**src/ttpd_pkg.sv**
```systemverilog
// constants for the 8-bit timer with divider and pwm output
// assumes a 250 MHz system clock and a 32-bit classic wishbone slave port
package ttpd_pkg;

   // ----------------------------------------------------------
   // bus and register map
   // ----------------------------------------------------------
   localparam int          ADDR_W      = 8;
   localparam int          DATA_W      = 32;
   localparam logic [7:0]  OFS_CONTROL = 8'h00;
   localparam logic [7:0]  OFS_COMPARE = 8'h04;
   localparam logic [7:0]  OFS_STATUS  = 8'h08;
   localparam logic [7:0]  OFS_MASK    = 8'h0C;
   localparam logic [7:0]  OFS_COUNT   = 8'h10;
   localparam logic [7:0]  OFS_OUTFF   = 8'h14;

   // ----------------------------------------------------------
   // control register fields
   // ----------------------------------------------------------
   localparam int          CTL_CLKSEL_LSB = 0;
   localparam int          CTL_MODE_LSB   = 2;
   localparam int          CTL_START_BIT  = 4;
   localparam int          CTL_SLOWPS_BIT = 5;
   localparam int          CTL_FIRSTPS_BIT = 6;
   localparam int          CTL_SLOWOP_BIT = 7;
   localparam logic [7:0]  CTL_RESET      = 8'h00;

   localparam logic [1:0]  MODE_TIMER   = 2'h0;
   localparam logic [1:0]  MODE_EVENT   = 2'h1;
   localparam logic [1:0]  MODE_DIVIDER = 2'h2;
   localparam logic [1:0]  MODE_PWM     = 2'h3;

   localparam logic [1:0]  CLK_SEL_SLOW = 2'h0;
   localparam logic [1:0]  CLK_SEL_MID  = 2'h1;
   localparam logic [1:0]  CLK_SEL_FAST = 2'h2;

   // ----------------------------------------------------------
   // status / mask fields
   // ----------------------------------------------------------
   localparam int          STS_IRQ_BIT   = 0;
   localparam int          STS_MATCH_BIT = 1;
   localparam int          STS_W         = 2;
   localparam logic [1:0]  STS_RESET     = 2'h0;

   localparam logic [7:0]  COUNT_MAX     = 8'hFF;
   localparam logic [7:0]  COUNT_ZERO    = 8'h00;

   // ----------------------------------------------------------
   // count periods
   // ----------------------------------------------------------
   localparam real PERIOD_SEL0_US = 163.84;
   localparam real PERIOD_SEL1_US = 10.24;
   localparam real PERIOD_SEL2_US = 0.64;
   localparam real PERIOD_SLOW_US = 244.14;
   localparam real CLK_MHZ        = 250.0;

   localparam int  SEL0_CYC = int'(PERIOD_SEL0_US * CLK_MHZ);
   localparam int  SEL1_CYC = int'(PERIOD_SEL1_US * CLK_MHZ);
   localparam int  SEL2_CYC = int'(PERIOD_SEL2_US * CLK_MHZ);
   localparam int  SLOW_CYC = int'(PERIOD_SLOW_US * CLK_MHZ);

endpackage

```
**src/ttpd_pin_sync.sv**
```systemverilog
// two-stage synchroniser with rising edge pulse for the timer input pin
// assumes the pin is asynchronous to clk
`timescale 1ns/1ps
module ttpd_pin_sync (
   input  wire logic clk,
   input  wire logic reset_n,
   input  wire logic pinAsync,
   output logic      rise
);
   logic meta;
   logic stable;
   logic prev;

   always_ff @(posedge clk) begin
      if (!reset_n) begin
         meta   <= 1'b0;
         stable <= 1'b0;
         prev   <= 1'b0;
         rise   <= 1'b0;
      end else begin
         meta   <= pinAsync;
         stable <= meta;
         prev   <= stable;
         rise   <= stable & ~prev;
      end
   end
endmodule

```
**src/ttpd_tick_gen.sv**
```systemverilog
// count-clock generator: one pulse every 'period' system clocks
// assumes period is steady while enabled; zero period gives no ticks
`timescale 1ns/1ps
module ttpd_tick_gen (
   input  wire logic        clk,
   input  wire logic        reset_n,
   input  wire logic        enable,
   input  wire logic [31:0] period,
   output logic             tick
);
   logic [31:0] count;
   wire         atEnd = (count >= period - 32'h0000_0001);

   always_ff @(posedge clk) begin
      if (!reset_n || !enable || period == 32'h0000_0000) begin
         count <= 32'h0000_0000;
         tick  <= 1'b0;
      end else begin
         count <= atEnd ? 32'h0000_0000 : count + 32'h0000_0001;
         tick  <= atEnd;
      end
   end
endmodule

```
**src/ttpd_timer.sv**
```systemverilog
// 8-bit timer: interval, event count, divider output and pwm output
// assumes classic wishbone master on clk; the shared port pin latch is
// set high by software before divider or pwm output is used
//
// The implementer's own choices: the Wishbone slave port and the register offsets.
`timescale 1ns/1ps

// How it works
// - compare register keeps contents through reset
// - four modes: timer, event, divider, pwm
// - timer mode: match raises irq, clears count
// - three clock selects, first prescaler doubles
// - slow prescaler or slow operation: code 00
// - divider mode: match toggles flop, clears count
// - pin shows inverted flop in divider/pwm
// - flop writable by software, reset to zero
// - divider mode: irq on every toggle
// - pwm has 8-bit resolution on internal clock
// - pwm: match toggles, overflow toggles and clears
// - pwm irq only on overflow
// - pwm compare double-buffered per period
// - start bit loads first pwm compare
module ttpd_timer #(
   parameter int SEL0_CYC = ttpd_pkg::SEL0_CYC,
   parameter int SEL1_CYC = ttpd_pkg::SEL1_CYC,
   parameter int SEL2_CYC = ttpd_pkg::SEL2_CYC,
   parameter int SLOW_CYC = ttpd_pkg::SLOW_CYC
) (
   input  wire logic                          clk,
   input  wire logic                          reset_n,
   input  wire logic                          wb_cyc_i,
   input  wire logic                          wb_stb_i,
   input  wire logic                          wb_we_i,
   input  wire logic [ttpd_pkg::ADDR_W-1:0]   wb_adr_i,
   input  wire logic [ttpd_pkg::DATA_W-1:0]   wb_dat_i,
   input  wire logic [3:0]                    wb_sel_i,
   output logic      [ttpd_pkg::DATA_W-1:0]   wb_dat_o,
   output logic                               wb_ack_o,
   input  wire logic                          timerInput,
   output logic                               timer4Irq,
   output logic                               port1Bit4,
   output logic                               port1Bit4Owned
);
   import ttpd_pkg::*;

   // ----------------------------------------------------------
   // registers
   // ----------------------------------------------------------
   logic [7:0]       timer4Control;
   logic [7:0]       timer4CompareValue;
   logic [7:0]       activeCompare;
   logic [7:0]       count;
   logic             outFlop;
   logic [STS_W-1:0] status;
   logic [STS_W-1:0] mask;

   // ----------------------------------------------------------
   // bus decode
   // ----------------------------------------------------------
   wire        busReq     = wb_cyc_i & wb_stb_i;
   wire        busDone    = busReq & wb_ack_o;
   wire        wrLane0    = busDone & wb_we_i & wb_sel_i[0];
   wire        hitControl = (wb_adr_i == OFS_CONTROL);
   wire        hitCompare = (wb_adr_i == OFS_COMPARE);
   wire        hitStatus  = (wb_adr_i == OFS_STATUS);
   wire        hitMask    = (wb_adr_i == OFS_MASK);
   wire        hitCount   = (wb_adr_i == OFS_COUNT);
   wire        hitOutFlop = (wb_adr_i == OFS_OUTFF);
   wire        wrControl  = wrLane0 & hitControl;
   wire        wrCompare  = wrLane0 & hitCompare;
   wire        wrMask     = wrLane0 & hitMask;
   wire        wrOutFlop  = wrLane0 & hitOutFlop;
   wire        rdStatus   = busDone & ~wb_we_i & hitStatus;
   wire [7:0]  wrByte     = wb_dat_i[7:0];

   // ----------------------------------------------------------
   // control fields
   // ----------------------------------------------------------
   wire [1:0]  clockSelect = timer4Control[CTL_CLKSEL_LSB +: 2];
   wire [1:0]  mode        = timer4Control[CTL_MODE_LSB +: 2];
   wire        runShift    = timer4Control[CTL_START_BIT];
   wire        slowPrescaleSelect       = timer4Control[CTL_SLOWPS_BIT];
   wire        firstStagePrescaleSelect = timer4Control[CTL_FIRSTPS_BIT];
   wire        slowOperation            = timer4Control[CTL_SLOWOP_BIT];
   wire        startRise = wrControl & wrByte[CTL_START_BIT] & ~runShift;

   wire        isTimer   = (mode == MODE_TIMER);
   wire        isEvent   = (mode == MODE_EVENT);
   wire        isDivider = (mode == MODE_DIVIDER);
   wire        isPwm     = (mode == MODE_PWM);

   // ----------------------------------------------------------
   // count clock selection
   // ----------------------------------------------------------
   // only code 00 is usable when the slow source is forced
   wire        slowOnly  = slowOperation | (isPwm & slowPrescaleSelect);
   wire        useSlow   = slowOnly | (slowPrescaleSelect & clockSelect == CLK_SEL_SLOW);
   logic [31:0] basePeriod;
   logic [31:0] period;

   always_comb begin
      case (clockSelect)
         CLK_SEL_SLOW: basePeriod = 32'(SEL0_CYC);
         CLK_SEL_MID:  basePeriod = 32'(SEL1_CYC);
         CLK_SEL_FAST: basePeriod = 32'(SEL2_CYC);
         default:      basePeriod = 32'h0000_0000;
      endcase
   end

   always_comb begin
      if (slowOnly && clockSelect != CLK_SEL_SLOW) begin
         period = 32'h0000_0000;
      end else if (useSlow) begin
         period = 32'(SLOW_CYC);
      end else if (firstStagePrescaleSelect) begin
         period = {basePeriod[30:0], 1'b0};
      end else begin
         period = basePeriod;
      end
   end

   logic internalTick;
   logic pinRise;

   ttpd_tick_gen u_tick (
      .clk     (clk),
      .reset_n (reset_n),
      .enable  (runShift & ~isEvent),
      .period  (period),
      .tick    (internalTick)
   );

   ttpd_pin_sync u_pin (
      .clk      (clk),
      .reset_n  (reset_n),
      .pinAsync (timerInput),
      .rise     (pinRise)
   );

   // ----------------------------------------------------------
   // counter and compare
   // ----------------------------------------------------------
   // event mode counts pin edges, the others the internal clock
   wire        step      = runShift & (isEvent ? pinRise : internalTick);
   wire [7:0]  matchValue = isPwm ? activeCompare : timer4CompareValue;
   wire        match     = step & (count == matchValue);
   wire        overflow  = step & isPwm & (count == COUNT_MAX);
   wire        clearOnMatch = match & ~isPwm;
   wire        matchToggle  = match & (isDivider | isPwm);
   wire        doToggle     = matchToggle ^ overflow;
   wire        irqEvent  = isPwm ? overflow : match;
   logic [7:0] next_count;

   always_comb begin
      if (!runShift) begin
         next_count = COUNT_ZERO;
      end else if (clearOnMatch || overflow) begin
         next_count = COUNT_ZERO;
      end else if (step) begin
         next_count = count + 8'h01;
      end else begin
         next_count = count;
      end
   end

   always_ff @(posedge clk) begin
      if (!reset_n) begin
         count <= COUNT_ZERO;
      end else begin
         count <= next_count;
      end
   end

   // ----------------------------------------------------------
   // compare stages, no reset on purpose
   // ----------------------------------------------------------
   // the active stage only moves at start or at period end so the duty never glitches
   always_ff @(posedge clk) begin
      if (wrCompare) begin
         timer4CompareValue <= wrByte;
      end
      if (startRise || overflow) begin
         activeCompare <= timer4CompareValue;
      end
   end

   // ----------------------------------------------------------
   // control, mask, output flop
   // ----------------------------------------------------------
   always_ff @(posedge clk) begin
      if (!reset_n) begin
         timer4Control <= CTL_RESET;
         mask          <= STS_RESET;
      end else begin
         if (wrControl) begin
            timer4Control <= wrByte;
         end
         if (wrMask) begin
            mask <= wrByte[STS_W-1:0];
         end
      end
   end

   // a software write beats a same-cycle toggle: it sets the start level
   always_ff @(posedge clk) begin
      if (!reset_n) begin
         outFlop <= 1'b0;
      end else if (wrOutFlop) begin
         outFlop <= wrByte[0];
      end else if (doToggle) begin
         outFlop <= ~outFlop;
      end
   end

   // ----------------------------------------------------------
   // shared port pin
   // ----------------------------------------------------------
   // idle level is high, matching the latch software must set
   wire        pinOwned  = isDivider | isPwm;
   wire        next_pin  = pinOwned ? ~outFlop : 1'b1;

   always_ff @(posedge clk) begin
      if (!reset_n) begin
         port1Bit4      <= 1'b1;
         port1Bit4Owned <= 1'b0;
      end else begin
         port1Bit4      <= next_pin;
         port1Bit4Owned <= pinOwned;
      end
   end

   // ----------------------------------------------------------
   // interrupt status
   // ----------------------------------------------------------
   // only bits actually returned by the read are cleared, and a new
   // event in the clearing cycle survives
   logic [STS_W-1:0] statusRead;
   wire  [STS_W-1:0] statusSet = {match, irqEvent};
   wire  [STS_W-1:0] statusClr = rdStatus ? statusRead : STS_RESET;

   always_ff @(posedge clk) begin
      if (!reset_n) begin
         status <= STS_RESET;
      end else begin
         status <= (status & ~statusClr) | statusSet;
      end
   end

   always_ff @(posedge clk) begin
      if (!reset_n) begin
         timer4Irq <= 1'b0;
      end else begin
         timer4Irq <= |(((status & ~statusClr) | statusSet) & mask);
      end
   end

   // ----------------------------------------------------------
   // bus answer
   // ----------------------------------------------------------
   logic [7:0] readByte;

   always_comb begin
      readByte = 8'h00;
      if (hitControl) begin
         readByte = timer4Control;
      end else if (hitCompare) begin
         readByte = timer4CompareValue;
      end else if (hitStatus) begin
         readByte = {{(8 - STS_W){1'b0}}, status};
      end else if (hitMask) begin
         readByte = {{(8 - STS_W){1'b0}}, mask};
      end else if (hitCount) begin
         readByte = count;
      end else if (hitOutFlop) begin
         readByte = {7'h00, outFlop};
      end
   end

   // one wait state: ack rises the cycle after the request
   always_ff @(posedge clk) begin
      if (!reset_n) begin
         wb_ack_o   <= 1'b0;
         wb_dat_o   <= 32'h0000_0000;
         statusRead <= STS_RESET;
      end else begin
         wb_ack_o <= busReq & ~wb_ack_o;
         if (busReq && !wb_ack_o) begin
            wb_dat_o   <= {24'h00_0000, readByte};
            statusRead <= status;
         end
      end
   end

endmodule

```
**config.mk**
```make
export PLATFORM = sky130hd
export DESIGN_NAME = ttpd_timer
export DESIGN_NICKNAME = d
export VERILOG_FILES = /design/src/ttpd_pkg.sv /design/src/ttpd_pin_sync.sv /design/src/ttpd_tick_gen.sv /design/src/ttpd_timer.sv
export SDC_FILE = /design/constraint.sdc
export NUM_CORES = 1
export LEC_CHECK = 0
export BUFFER_PORTS_ARGS = -buffer_cell sky130_fd_sc_hd__buf_2
export CORE_MARGIN = 2
export CORE_UTILIZATION = 57
export DETAILED_ROUTE_END_ITERATION = 10
export PLACE_DENSITY = 0.85
export SLEW_MARGIN = 5
export SYNTH_ARGS = -nofsm -noshare
export SYNTH_HDL_FRONTEND = slang
export SYNTH_SLANG_ARGS = --single-unit
```
**constraint.sdc**
```tcl
create_clock -name clk -period 4.4 [get_ports clk]
set_clock_uncertainty 0.15 [all_clocks]
set_input_delay 0.44 -clock clk [delete_from_list [all_inputs] [get_ports clk]]
set_output_delay 0.44 -clock clk [all_outputs]
set_load 0.02 [all_outputs]
```
==> flow_summary_export.csv <==
group,metric,value,unit
status,outcome,"complete, no violations",
clock_tree,hold_buffers,0,
worst_setup_path,r2r_start,"timer4Control[3]$_SDFFE_PN0P_",
clock_tree,post_cts_buffers,0,
min_path,hold_class,"input port to flip-flop",
clock_tree,cts_buffers,9,
clock_tree,clk_pin_slew,0.09,ns
placed_design,hpwl,8.669,mm
finish,layout-drive-gt1-share,9.538,%
sta,finalSetupTns,0,ns
finish,antenna_cells,0,
synth,synth.most_common_cell,"nor2_1",
global_routing,use_met3,4.248,%
synth,avgSynthCellArea,8.458,um2
synth,synth_area_leaders,"dfxtp_1 (27%), edfxtp_1 (9.2%), ha_1 (8.1%)",
finish,final_nets,729,
synth,ys.flop_type,"dfxtp_1",
global_routing,grt.met2_usage,41.94,%
clock_tree,clock_latency,0.35,ns
routing,ant_nets,0,
synth,synth_cells,620,
global_routing,grt_max_degree,34,
worst_setup_path,crit-reg2reg-capture,"u_tick.tick$_SDFF_PP0_",
clock_tree,htree_levels,3,
worst_setup_path,critPathSlowestCell,"dfxtp_1",
worst_setup_path,required,4.55,ns
worst_setup_path,crit_arrival,4.02,ns
power_and_ir_drop,p_leak,2.469,nW
placed_design,gp_congestion,0.9892,
power_and_ir_drop,pwr_density_cell,270.5,mW/mm2
global_routing,busiest_layer,"met2",
global_routing,use_met1,31.46,%
global_routing,grt_pass1_wl,19.91,mm
synth,async_flop_share,0,%
synth,synth_common_cells,"nor2_1 (83), dfxtp_1 (72), nand2_1 (66)",
sta,max_freq,258.8,MHz
sta,period_minus_slack,3.863,ns
job,drv_cap,0,
worst_setup_path,reg2reg_slack,0.54,ns
global_routing,first_global_vias,4193,
global_routing,globalRouteOverflowTotal,0,
worst_setup_path,rr_worst_depth,15,
finish,utilization,63.81,%
clock_tree,cts_root_buffer,"clkbuf_8",
worst_setup_path,worst_setup_path_start_kind,"flip-flop",
synth,synth_edf_count,16,
clock_tree,tritoncts,"done",
synth,synth-seq-cells,88,
routing,initialDrtViolationCount,269,
routing,dr.pass1.iters,5,
synth,yosys_warnings,0,
sta,finalCritPeriodShare,87.81,%
finish,nFillCells,750,
power_and_ir_drop,peakVddDrop,0.2106,mV
min_path,hold_path_depth,1,
synth,yosysSeqAreaShare,36.65,%
routing,num_vias,4426,
sta,slew_violations,0,
floorplan,row_count,34,
worst_setup_path,crit_chain,"and2_1, a21o_1, o21ai_0, nand2_1, ha_1, buf_4, nand2_1, ha_1, nand4_1, nor4_1, a21oi_1, o211a_1, o211ai_1, buf_4, and2_1",
sta,setup_viol,0,
sta,worst_slew_pin_slew,1.116,ns
worst_setup_path,endpoint_kind,"flip-flop",
synth,synth_cell_types,61,
placed_design,io_buffers,34,
routing,drcViolationCount,0,
floorplan,core,0.008806,mm2
sta,slew_headroom,25.35,%
global_routing,grt_usage,24.69,%
min_path,hp-start,"wb_dat_i[3]",
sta,hold_viol,0,
synth,synth_area,0.005244,mm2
floorplan,initial_utilization,59.55,%
global_routing,antenna_found_initial,0,
finish,syn_to_final_growth,7.158,%
clock_tree,cts_buffer_depth,2,
sta,rsz0062_at_grt,"no",
synth,yosysTopAreaCell,"dfxtp_1",
clock_tree,cts.sink_count,88,
routing,viasPerCell,5.839,
routing,drt-total-wl,11.81,mm
routing,wire_per_inst,15.58,um
worst_setup_path,critPathMaxFanout,23,
floorplan,fp.dieW,99.92,um
floorplan,fp.dieArea,0.009983,mm2
worst_setup_path,cpPeakStageDelay,0.55,ns
clock_tree,post_cts_resize_count,0,
synth,yosys.area.top_type_share,27.49,%
min_path,hold_path_end,"timer4CompareValue[3]$_DFFE_PP_",
floorplan,io_pins,86,
worst_setup_path,crit_type,"flip-flop to flip-flop",
floorplan,die_h,99.92,um
layout make-up:
cell class              count  area [um2]  share of cell area, %
repair buffers             40       215.2                  3.830
well taps                 108       135.1                  2.405
flip-flops and latches     88        1922                  34.20
multi-input cells         475        3010                  53.57
clock buffers               9       123.9                  2.204
clock inverters             7       96.34                  1.715
inverters                  31       116.4                  2.071
through the flow:
stage / cell area (um2) / cells / hold slack (ns) / worst slack, ns / total power, mW
floorplan: 5330 / 643 / 0.2174 / 1.035 / 0.9145
global placement: 5399 / 742 / 0.2277 / 0.7934 / 0.9187
detailed placement: 5399 / 742 / 0.2320 / 0.6478 / 0.9207
CTS: 5619 / 758 / 0.1024 / 0.6125 / 1.535
global route: 5619 / 758 / 0.09861 / 0.2091 / 1.583
finish: 5619 / 758 / 0.1272 / 0.5365 / 1.520
layout by cell type (no fill, tap or decap), types with 3 or more instances in the layout:
cell type  netlist  final
inv_1           30     30
nor4_1          14     14
and3_1          13     13
xnor2_1         20     20
clkbuf_8         0      9
o21ai_0         17     17
nor2_1          83     83
buf_2            0     34
a211oi_1         9      9
conb_1           1     24
and2_1           6      6
a21o_1           7      7
a22oi_1          9      9
a21oi_1         13     13
a211o_1          3      3
dfxtp_1         72     72
nand4_1         14     14
o211ai_1         3      3
and4_1           3      3
nor2b_1          6      6
a22o_1           6      6
nor3_1          13     13
buf_4           24      6
edfxtp_1        16     16
nand3_1         24     24
xor2_1          24     24
nand2b_1        10     10
ha_1            34     34
nand2_1         66     66
mux2i_1         16     16
sequential cells by signal, indices dropped and copies added, names as in the netlist:
name and flops:
u_pin.rise 1, timer4CompareValue 8, status 2, u_pin.stable 1, u_tick.tick 1, u_pin.meta 1
u_pin.prev 1, wb_dat_o 8, u_tick.count 32, statusRead 2, count 8, timer4Irq 1
mask 2, outFlop 1, port1Bit4Owned 1, activeCompare 8, wb_ack_o 1, timer4Control 8
port1Bit4 1
logic make-up (layout without fill, tap and decap cells):
group | after synthesis | count (layout) | share of synthesized area (%)
mux | 17 | 17 | 3.317
compound gates | 94 | 94 | 12.93
buf+inv | 80 | 87 | 7.588
xor+xnor | 44 | 44 | 7.349
fa+ha+maj | 35 | 35 | 8.304
other cells | 1 | 24 | 0.07151
simple gates | 261 | 261 | 23.79
flops | 88 | 88 | 36.65
critical path, delay by kind of cell (launching register included):
| family | cells | cell delay (ns) |
|---|---|---|
| adders and majority gates | 2 | 0.63 |
| and+or+nand+nor | 6 | 1.29 |
| DFF | 1 | 0.55 |
| buffers and inverters | 2 | 0.48 |
| AOI/OAI and AO/OA | 5 | 0.71 |
metal layers:
metal  routed length, um  up-vias
met3                 809       25
li1                    -     2179
met5                   0        -
met4                 266        0
met1                4966     2061
met2                5765      161
worst max path at each step:
stage / slack, ns / depth (start not counted) / end / startpoint
after global routing: 0.21 / 14 / u_tick.count[11]$_SDFF_PP0_ / timer4Control[3]$_SDFFE_PN0P_
after detailed placement: 0.65 / 15 / u_tick.count[6]$_SDFF_PP0_ / timer4Control[1]$_SDFFE_PN0P_
after global placement: 0.79 / 17 / u_tick.tick$_SDFF_PP0_ / timer4Control[3]$_SDFFE_PN0P_
after CTS: 0.61 / 12 / u_tick.count[11]$_SDFF_PP0_ / timer4Control[3]$_SDFFE_PN0P_
after floorplan: 1.03 / 17 / u_tick.count[10]$_SDFF_PP0_ / timer4Control[3]$_SDFFE_PN0P_
final: 0.54 / 15 / u_tick.tick$_SDFF_PP0_ / timer4Control[3]$_SDFFE_PN0P_
power by group:
| group | leakage, nW | switching [mW] | internal (mW) |
|---|---|---|---|
| sequential | 0.726 | 0.00394 | 0.824 |
| clock | 0.103 | 0.298 | 0.320 |
| combinational | 1.64 | 0.0531 | 0.0213 |
Power figures use the tool's default switching activity.
